## config.mk

```make
export PLATFORM = sky130hd
export DESIGN_NAME = xcvr_reset_pll_reconfig_port
export DESIGN_NICKNAME = d
export VERILOG_FILES = /design/src/logic/xcvr_reset_pkg.sv /design/src/logic/xcvr_reset_pll_reconfig_port.sv
export VERILOG_INCLUDE_DIRS = /design/src /design/src/logic
export SDC_FILE = /design/constraint.sdc
export NUM_CORES = 1
export LEC_CHECK = 0
export ABC_AREA = 1
export BUFFER_PORTS_ARGS = -buffer_cell sky130_fd_sc_hd__buf_2
export CAP_MARGIN = 5
export CORE_ASPECT_RATIO = 0.5
export CORE_MARGIN = 2
export CORE_UTILIZATION = 48
export DETAILED_ROUTE_END_ITERATION = 8
export PLACE_DENSITY = 0.79
export SLEW_MARGIN = 20
export SYNTH_ARGS = -nofsm -noshare
export SYNTH_HDL_FRONTEND = slang
export SYNTH_SLANG_ARGS = --single-unit
```

## constraint.sdc

```tcl
create_clock -name aclk -period 1.7 [get_ports aclk]
set_input_delay 0.34 -clock aclk [delete_from_list [all_inputs] [get_ports aclk]]
set_output_delay 0.34 -clock aclk [all_outputs]
set_load 0.01 [all_outputs]
```

## src/logic/xcvr_reset_map.svh

```systemverilog
// Register offsets, field positions, reset values and widths for the transceiver reset block
`ifndef XCVR_RESET_MAP_SVH
`define XCVR_RESET_MAP_SVH
`define XR_CTRL_OFF 12'h000
`define XR_STATUS_OFF 12'h004
`define XR_CFG_OFF 12'h008
`define XR_CTRL_RST 3'h0
`define XR_CTRL_PD_BIT 0
`define XR_CTRL_RXPCS_BIT 1
`define XR_CTRL_TXPCS_BIT 2
`define XR_CFG_BITS 18
`define XR_RESP_OKAY 2'h0
`define XR_RESP_SLVERR 2'h2
`endif

```

## src/logic/xcvr_reset_pkg.sv

```systemverilog
// Types shared by the transceiver reset and PLL reprogramming block
package xcvr_reset_pkg;
  // One reset line for each block of the channel
  typedef struct packed {
    logic bist_ver;
    logic rx_xaui_sm;
    logic rx_phase_fifo;
    logic rx_byte_order;
    logic rx_byte_deser;
    logic rx_dec;
    logic rx_rate_fifo;
    logic rx_deskew;
    logic rx_aligner;
    logic rx_deser;
    logic rx_cdr;
    logic rx_buf;
    logic tx_xaui_sm;
    logic tx_buf;
    logic tx_ser;
  } blk_rst_s;
  // Fabric-side reset and scan pins, raw and after synchronisation
  typedef struct packed {
    logic rx_pcs;
    logic rx_ana;
    logic tx_pcs;
    logic pll;
    logic pd;
    logic scan_clk;
    logic scan_gate;
    logic scan_din;
    logic cfg_update;
  } pins_s;
endpackage : xcvr_reset_pkg

```

## src/logic/xcvr_reset_pll_reconfig_port.sv

```systemverilog
// Transceiver channel reset fan-out, PLL serial reprogramming port and AXI4-Lite registers
// What this block does
// - Receive PCS reset clears all receive digital blocks
// - Transmit PCS reset clears serializer, transmit XAUI only
// - Power-down reaches every block; analog reset clears CDR
// - Scan clock gate enables the scan clock
// - PLL raises done when reprogramming finishes
// - PLL shifts current configuration out serially
`include "xcvr_reset_map.svh"
module xcvr_reset_pll_reconfig_port (
  input wire logic aclk,
  input wire logic aresetn,
  // AXI4-Lite slave
  input wire logic [11:0] s_axi_awaddr,
  input wire logic s_axi_awvalid,
  output logic s_axi_awready,
  input wire logic [31:0] s_axi_wdata,
  input wire logic [3:0] s_axi_wstrb,
  input wire logic s_axi_wvalid,
  output logic s_axi_wready,
  output logic [1:0] s_axi_bresp,
  output logic s_axi_bvalid,
  input wire logic s_axi_bready,
  input wire logic [11:0] s_axi_araddr,
  input wire logic s_axi_arvalid,
  output logic s_axi_arready,
  output logic [31:0] s_axi_rdata,
  output logic [1:0] s_axi_rresp,
  output logic s_axi_rvalid,
  input wire logic s_axi_rready,
  // Fabric reset pins, all asynchronous to aclk
  input wire logic rx_pcs_reset,
  input wire logic rx_analog_reset,
  input wire logic tx_pcs_reset,
  input wire logic pll_reset,
  input wire logic chan_powerdown,
  // PLL serial reprogramming port from the controller
  input wire logic scan_clk,
  input wire logic scan_clk_gate,
  input wire logic scan_data_in,
  input wire logic config_update,
  output logic scan_data_out,
  output logic reconfig_done,
  // Resets to the channel blocks and the PLL
  output xcvr_reset_pkg::blk_rst_s blk_rst,
  output logic pll_rst_out
);
  xcvr_reset_pkg::pins_s pins_in; // Raw pin bundle
  xcvr_reset_pkg::pins_s sync1_reg; // First synchroniser stage, read only by stage two
  xcvr_reset_pkg::pins_s sync2_reg; // Second stage, safe to use
  logic scan_clk_d_reg; // Delayed scan clock for edge finding
  logic upd_d_reg; // Delayed update strobe
  logic scan_edge; // Enabled rising scan clock edge
  logic upd_edge; // Rising edge of the update strobe
  logic [`XR_CFG_BITS-1:0] shift_reg; // Scan chain
  logic [`XR_CFG_BITS-1:0] cfg_reg; // Settings the PLL runs with
  logic [2:0] ctrl_reg; // Software forced power-down and resets
  logic eff_pd; // Power-down from pin or software
  logic eff_rxpcs; // Receive PCS reset from pin or software
  logic eff_txpcs; // Transmit PCS reset from pin or software
  logic wr_fire; // Write address and data both taken
  logic rd_fire; // Read address taken

  assign pins_in = '{rx_pcs: rx_pcs_reset, rx_ana: rx_analog_reset, tx_pcs: tx_pcs_reset,
    pll: pll_reset, pd: chan_powerdown, scan_clk: scan_clk, scan_gate: scan_clk_gate,
    scan_din: scan_data_in, cfg_update: config_update};

  // Two-stage synchroniser on every fabric pin
  always_ff @(posedge aclk) begin
    if (!aresetn) begin
      sync1_reg <= '0;
      sync2_reg <= '0;
    end else begin
      sync1_reg <= pins_in;
      sync2_reg <= sync1_reg;
    end
  end

  // Edge history taken from the second stage only
  always_ff @(posedge aclk) begin
    if (!aresetn) begin
      scan_clk_d_reg <= 1'b0;
      upd_d_reg <= 1'b0;
    end else begin
      scan_clk_d_reg <= sync2_reg.scan_clk;
      upd_d_reg <= sync2_reg.cfg_update;
    end
  end

  // Gate and data travel the same synchroniser depth as the clock, so they line up
  assign scan_edge = sync2_reg.scan_clk & ~scan_clk_d_reg & sync2_reg.scan_gate;
  assign upd_edge = sync2_reg.cfg_update & ~upd_d_reg;

  assign eff_pd = sync2_reg.pd | ctrl_reg[`XR_CTRL_PD_BIT];
  assign eff_rxpcs = sync2_reg.rx_pcs | ctrl_reg[`XR_CTRL_RXPCS_BIT];
  assign eff_txpcs = sync2_reg.tx_pcs | ctrl_reg[`XR_CTRL_TXPCS_BIT];

  // Reset fan-out, registered so every output comes from a flop
  always_ff @(posedge aclk) begin
    if (!aresetn) begin
      blk_rst <= '1;
      pll_rst_out <= 1'b1;
    end else begin
      blk_rst.rx_aligner <= eff_rxpcs | eff_pd;
      blk_rst.rx_deskew <= eff_rxpcs | eff_pd;
      blk_rst.rx_rate_fifo <= eff_rxpcs | eff_pd;
      blk_rst.rx_dec <= eff_rxpcs | eff_pd;
      blk_rst.rx_byte_deser <= eff_rxpcs | eff_pd;
      blk_rst.rx_byte_order <= eff_rxpcs | eff_pd;
      blk_rst.rx_phase_fifo <= eff_rxpcs | eff_pd;
      blk_rst.rx_xaui_sm <= eff_rxpcs | eff_pd;
      blk_rst.bist_ver <= eff_rxpcs | eff_pd;
      blk_rst.tx_ser <= eff_txpcs | eff_pd;
      blk_rst.tx_xaui_sm <= eff_txpcs | eff_pd;
      // Transmit buffer ignores the PCS reset and sees power-down only
      blk_rst.tx_buf <= eff_pd;
      blk_rst.rx_buf <= eff_pd;
      blk_rst.rx_deser <= eff_pd;
      blk_rst.rx_cdr <= sync2_reg.rx_ana | eff_pd;
      // The PLL reset is passed straight from the fabric; the controller owns its timing
      pll_rst_out <= sync2_reg.pll;
    end
  end

  // Scan chain: one bit in per enabled edge, oldest bit out at the top
  always_ff @(posedge aclk) begin
    if (!aresetn) begin
      shift_reg <= '0;
      scan_data_out <= 1'b0;
    end else begin
      if (scan_edge) begin
        shift_reg <= {shift_reg[`XR_CFG_BITS-2:0], sync2_reg.scan_din};
        scan_data_out <= shift_reg[`XR_CFG_BITS-2];
      end
    end
  end

  // Apply the chain on the update strobe and flag completion
  always_ff @(posedge aclk) begin
    if (!aresetn) begin
      cfg_reg <= '0;
      reconfig_done <= 1'b0;
    end else begin
      if (upd_edge) begin
        cfg_reg <= shift_reg;
      end
      // Setting wins over the clear by the PLL reset or a new shift
      if (upd_edge) begin
        reconfig_done <= 1'b1;
      end else if (sync2_reg.pll | scan_edge) begin
        reconfig_done <= 1'b0;
      end
    end
  end

  // AXI4-Lite write: both channels taken together in one cycle, response follows
  assign wr_fire = s_axi_awvalid & s_axi_wvalid & ~s_axi_awready & ~s_axi_bvalid;
  always_ff @(posedge aclk) begin
    if (!aresetn) begin
      s_axi_awready <= 1'b0;
      s_axi_wready <= 1'b0;
      s_axi_bvalid <= 1'b0;
      s_axi_bresp <= `XR_RESP_OKAY;
      ctrl_reg <= `XR_CTRL_RST;
    end else begin
      s_axi_awready <= wr_fire;
      s_axi_wready <= wr_fire;
      if (wr_fire) begin
        // Status and configuration are read only; writes there are refused
        s_axi_bresp <= (s_axi_awaddr == `XR_CTRL_OFF) ? `XR_RESP_OKAY : `XR_RESP_SLVERR;
        if (s_axi_awaddr == `XR_CTRL_OFF && s_axi_wstrb[0]) begin
          ctrl_reg <= s_axi_wdata[2:0];
        end
      end
      // Response only once both handshakes are done, so it never overtakes them
      if (s_axi_awready) begin
        s_axi_bvalid <= 1'b1;
      end else if (s_axi_bready) begin
        s_axi_bvalid <= 1'b0;
      end
    end
  end

  // AXI4-Lite read: address taken, data one cycle later
  assign rd_fire = s_axi_arvalid & ~s_axi_arready & ~s_axi_rvalid;
  always_ff @(posedge aclk) begin
    if (!aresetn) begin
      s_axi_arready <= 1'b0;
      s_axi_rvalid <= 1'b0;
      s_axi_rdata <= 32'h0000_0000;
      s_axi_rresp <= `XR_RESP_OKAY;
    end else begin
      s_axi_arready <= rd_fire;
      if (rd_fire) begin
        s_axi_rresp <= `XR_RESP_OKAY;
        case (s_axi_araddr)
          `XR_CTRL_OFF: s_axi_rdata <= {29'h0, ctrl_reg};
          `XR_STATUS_OFF: s_axi_rdata <= {14'h0, pll_rst_out, reconfig_done, 1'b0, blk_rst};
          `XR_CFG_OFF: s_axi_rdata <= {14'h0, cfg_reg};
          default: begin
            s_axi_rdata <= 32'h0000_0000;
            s_axi_rresp <= `XR_RESP_SLVERR;
          end
        endcase
      end
      // Data is offered only after the address handshake has completed
      if (s_axi_arready) begin
        s_axi_rvalid <= 1'b1;
      end else if (s_axi_rready) begin
        s_axi_rvalid <= 1'b0;
      end
    end
  end

  // Checks on the reset fan-out and the scan port
  rx_pcs_fan_a: assert property (@(posedge aclk) disable iff (!aresetn)
    sync2_reg.rx_pcs |=> blk_rst.rx_aligner && blk_rst.bist_ver && blk_rst.rx_phase_fifo)
    else $error("receive PCS reset did not reach receive blocks");
  tx_pcs_fan_a: assert property (@(posedge aclk) disable iff (!aresetn)
    (sync2_reg.tx_pcs && !eff_pd && !sync2_reg.rx_ana && !eff_rxpcs) |=>
    blk_rst.tx_ser && !blk_rst.tx_buf && !blk_rst.rx_cdr && !blk_rst.rx_aligner)
    else $error("transmit PCS reset fan-out wrong");
  pd_all_a: assert property (@(posedge aclk) disable iff (!aresetn)
    sync2_reg.pd |=> &blk_rst)
    else $error("power-down missed a block");
  cdr_analog_a: assert property (@(posedge aclk) disable iff (!aresetn)
    (sync2_reg.rx_ana && !eff_pd && !eff_rxpcs) |=> blk_rst.rx_cdr && !blk_rst.rx_aligner)
    else $error("analog reset fan-out wrong");
  done_raise_a: assert property (@(posedge aclk) disable iff (!aresetn)
    $rose(sync2_reg.cfg_update) |=> reconfig_done)
    else $error("done not raised one cycle after update");
  scan_out_a: assert property (@(posedge aclk) disable iff (!aresetn)
    scan_edge |=> scan_data_out == shift_reg[`XR_CFG_BITS-1])
    else $error("scan out not top of chain");
  gate_hold_a: assert property (@(posedge aclk) disable iff (!aresetn)
    !sync2_reg.scan_gate |=> $stable(shift_reg))
    else $error("chain moved while gate low");
  cfg_apply_a: assert property (@(posedge aclk) disable iff (!aresetn)
    !upd_edge |=> $stable(cfg_reg))
    else $error("configuration changed without update");
  shift_cv: cover property (@(posedge aclk) disable iff (!aresetn) scan_edge ##[1:40] upd_edge);
  pd_cv: cover property (@(posedge aclk) disable iff (!aresetn) $rose(sync2_reg.pd));
  wr_cv: cover property (@(posedge aclk) disable iff (!aresetn) wr_fire ##2 s_axi_bvalid);
endmodule : xcvr_reset_pll_reconfig_port

```

# Yosys cells after proc, flatten, opt, wreduce, memory -nomap -nowiden
# Cells that the tools add are included.
[word_totals]
register_bits = 106
latch_bits = 0
memories = 0
mem_bits_rw = 0
romBits = 0
wordCells = 77
[op_classes]
div = 0
n_eq_ne = 2
n_addsub = 0
reduce_logical = 8
mul = 0
n_mux = 9
n_shift = 0
n_lt_le_gt_ge = 0
n_bitwise = 21
[ops]
columns = ["cell", "count"]
rows = [
  ["$pmux W18 S3", 1],
  ["$logic_not A12 Y1", 2],
  ["$eq A12 B3 Y1 const B", 1],
  ["$eq A12 B4 Y1 const B", 1],
  ["$and A1 B1 Y1", 8],
  ["$or A1 B1 Y1", 7],
  ["$mux W1", 6],
  ["$not A1 Y1", 6],
  ["$reduce_bool A2 Y1", 3],
  ["$mux W2", 2],
  ["$reduce_or A3 Y1", 1],
  ["$reduce_and A2 Y1", 1],
  ["$logic_and A1 B1 Y1", 1],
]

# Depth between registers and ports, before layout
[depth]
ltp_word = 6
mapped_depth = 9

# Least setup slack after synthesis
# Ideal clock, no wire load.
[synth_timing]
path_kind = "input port to flip-flop"
start = "in s_axi_araddr[11]"
end = "reg s_axi_rdata[10]"
n_path_buf = 1
cell_stages = 8
t_required_ps = 1631
setup_slack_ps = 410
t_arrival_ps = 1220
cell_sequence = "nor2_1 -> nand2_1 -> nor2_8 -> nand2_4 -> nor2_8 -> buf_6 -> nand2_1 -> a21oi_2"
[synth_via]
elab_chain_len = 2
elab_cells_between_ends = 4
[synth_lines]
columns = ["item", "line", "rtl"]
rows = [
  ["from (decl)", "xcvr_reset_pll_reconfig_port.sv:24", "input wire logic [11:0] s_axi_araddr,"],
  ["$eq A12 B4 Y1 (tied with other cells)", "xcvr_reset_pll_reconfig_port.sv:196", "case (s_axi_araddr)"],
  ["$pmux W18 S3 *", "xcvr_reset_pll_reconfig_port.sv:196", ""],
  ["to (signal assigned)", "xcvr_reset_pll_reconfig_port.sv:197", "`XR_CTRL_OFF: s_axi_rdata <= {29'h0, ctrl_reg};"],
  ["to (signal assigned)", "xcvr_reset_pll_reconfig_port.sv:198", "`XR_STATUS_OFF: s_axi_rdata <= {14'h0, pll_rst_out, reconfig_done, 1'b0, blk_rst};"],
  ["to (signal assigned)", "xcvr_reset_pll_reconfig_port.sv:199", "`XR_CFG_OFF: s_axi_rdata <= {14'h0, cfg_reg};"],
  ["to (decl)", "xcvr_reset_pll_reconfig_port.sv:27", "output logic [31:0] s_axi_rdata,"],
]
# Every way passes the cells marked *; elsewhere a longest branch is shown, timed or not.
# A chain may end at the register's enable or synchronous reset.

==> flow_metrics.py <==
metrics = {
    "clocking": {
        "clockBufferDepth": 2,
        "cts_tree": "built",
        "clk_pin_slew_worst_paths_ns": 0.07,
        "cts_sinks": 89,
        "cts_buffers": 9,
        "cts_hold_buf": 0,
        "htree_num_levels": 3,
        "insertion_delay_ns": 0.34,
        "cts_setup_buffers": 0,
        "post_cts_resized": 0,
        "clk_root_buffer_cell": "clkbuf_16",
    },
    "floorplanning": {
        "rows": 22,
        "io_pins": 135,
        "die_w_um": 125,
        "die_h_um": 64.6,
        "die-area_um2": 8080,
        "coreArea_um2": 7210,
        "initial_utilization": 0.488,
    },
    "power": {
        "p_leak_nw": 2.28,
        "power_frac_clock": 0.449,
        "power.internal_w": 0.00344,
        "swShare": 0.238,
        "seqPwrFrac": 0.486,
        "pwr_density_cell_nw_per_um2": 1070,
        "power_frac_comb": 0.065,
        "peakVddDrop_mv": 0.519,
        "p_switching_w": 0.00107,
    },
    "setup_path": {
        "critPathSlowestCell": "dfxtp_1",
        "worst-setup-path-type": "flip-flop to output pin",
        "critPathArrivalTime_ns": 1.03,
        "critPathMaxStageDelay_ns": 0.50,
        "reg2regPathDepth": 4,
        "start_kind": "flip-flop",
        "cp_num_cells": 1,
        "path_max_fanout": 10,
        "end_kind": "output pin",
        "path_cells": "buf_2",
        "critical_path_buf_inv_count": 1,
        "crit_required_ns": 1.36,
        "cp_top_family": "flip-flops",
    },
    "drt": {
        "detail-route-antenna-nets": 0,
        "route.detailed.drc": 0,
        "vias": 3023,
        "avgViaCountPerCell": 4.72,
        "wl_um": 7160,
        "firstDrtPassIters": 4,
        "wl_per_cell_um": 11.2,
        "dr.first_iter.drc_count": 193,
    },
    "timing": {
        "clock_skew_ns": 0.00778,
        "tns_ns": 0,
        "fin_crit_sh": 0.806,
        "grt_setup_unrepaired": "no",
        "hold_violations": 0,
        "fin_ws_ns": 0.329,
        "fmax_ghz": 0.730,
        "setup_violations": 0,
        "final_max_slew_viol_count": 0,
        "fin_crit_ns": 1.37,
    },
    "logic_synthesis": {
        "yosys.area.top_type_share": 0.506,
        "ys_top_cells_by_count": "nor2_1, dfxtp_1, nand2_1, o21ai_0",
        "syn_area_per_cell_um2": 7.59,
        "synth-edff-count": 0,
        "synth_area_leader_cell": "dfxtp_1",
        "synthCells": 464,
        "netlist_area_um2": 3520,
        "yosysMostFrequentCell": "nor2_1",
        "synth-main-ff-cell": "dfxtp_1",
        "yosysSeqAreaShare": 0.506,
        "synth.distinct_cells": 23,
        "netlist_top_cells_area": "dfxtp_1, nor2_1, nand2_1",
        "yosysWarnings": 0,
        "synthArstFlopShare": 0,
        "yosys_register_bits": 89,
    },
    "final_layout": {
        "areaGrowthSynthToFinish_pct": 20.0,
        "finalNetCount": 615,
        "antenna_cells_inserted": 0,
        "seq_area_um2": 1780,
        "fill_cells": 638,
        "drive_above_1_share": 0.244,
        "multiInputGateArea_um2": 1360,
    },
    "global_routing": {
        "grt-ovfl-total": 0,
        "grt_max_degree": 30,
        "grt_pass1_wl_um": 12700,
        "grt_pass1_vias": 2853,
        "globalRouteTotalUtil": 0.193,
        "antenna_found_initial": 0,
    },
    "placed_design": {
        "place.gp.congestion": 0.828,
        "place_ws_ns": 0.210,
        "hpwl_um": 4840,
        "io_buffers": 86,
    },
    "worst_hold_path": {
        "whs_path_depth": 3,
        "hold_class": "input port to flip-flop",
    },
    "job": {
        "drv_cap": 0,
    },
    "run_status": {
        "status": "completed",
    },
}
[layer usage]
layer	wire length [um]	GRT usage
met5	0	0
met4	43	0.0472
met3	631	0.0611
met2	3190	0.329
met1	3300	0.242
[cell families (layout without fill, tap and decap cells)]
family | count (synthesis) | after routing | share of synthesized area
buffers and inverters | 84 | 149 | 0.124
AO/OA/AOI/OAI | 62 | 62 | 0.0980
AND/OR/NAND/NOR | 228 | 228 | 0.271
flip-flops | 89 | 89 | 0.506
other | 1 | 16 | 0.00106
[cell usage in the layout (no fill, tap or decap), drive strengths merged]
| cell | netlist | layout |
|---|---|---|
| nor2 | 106 | 106 |
| buf | 33 | 96 |
| dfxtp | 89 | 89 |
| nand2 | 87 | 87 |
| inv | 37 | 41 |
| o21ai | 39 | 39 |
| nand3 | 32 | 32 |
| a21oi | 21 | 21 |
| conb | 1 | 16 |
| clkbuf | 14 | 9 |
| clkinvlp | 0 | 2 |
| nand4 | 1 | 1 |
| and2 | 1 | 1 |
| o221ai | 1 | 1 |
| or2 | 1 | 1 |
| a31oi | 1 | 1 |
| bufinv | 0 | 1 |
[metrics by stage]
step	total power, W	util	hold WS, ns	area (um2)	instances
after floorplan	0.00245	-	0.389	3580	479
after global placement	0.00252	0.543	0.394	3920	624
after detailed placement	0.00253	0.543	0.395	3920	624
after CTS	0.00455	0.586	0.172	4230	640
after global routing	0.00470	0.586	0.184	4230	640
final	0.00451	0.586	0.176	4230	640
[power groups by stage]
| stage | clock network, W | registers (W) | logic (W) |
|---|---|---|---|
| global route | 0.00217 | 0.00220 | 0.000335 |
| finish | 0.00202 | 0.00219 | 0.000291 |
| CTS | 0.00206 | 0.00219 | 0.000294 |
| detailed placement | 0 | 0.00224 | 0.000291 |
| floorplan | 0 | 0.00224 | 0.000211 |
| global placement | 0 | 0.00224 | 0.000286 |
[path summary, 6_finish.rpt]
kind | from | endpoint | slack (ns)
max | blk_rst[6] | blk_rst[7] | 0.33
max reg2reg | blk_rst[6] | s_axi_rdata[9] | 0.46
min reg2reg | sync1_reg[4] | sync2_reg[4] | 0.41
min | pll_reset | sync1_reg[5] | 0.18
[layout make-up]
class / count / area share
flip-flops and latches: 89 / 0.421
clock inverters: 7 / 0.0201
well taps: 96 / 0.0284
inverters: 37 / 0.0328
repair buffers: 96 / 0.123
multi-input cells: 306 / 0.321
clock buffers: 9 / 0.0533
[tightest hold or removal path: cells and delay by family]
family                 cells  cell delay (ns)
and+or+nand+nor            1             0.04
buffers and inverters      2             0.11
(Power assumes the default switching activity.)
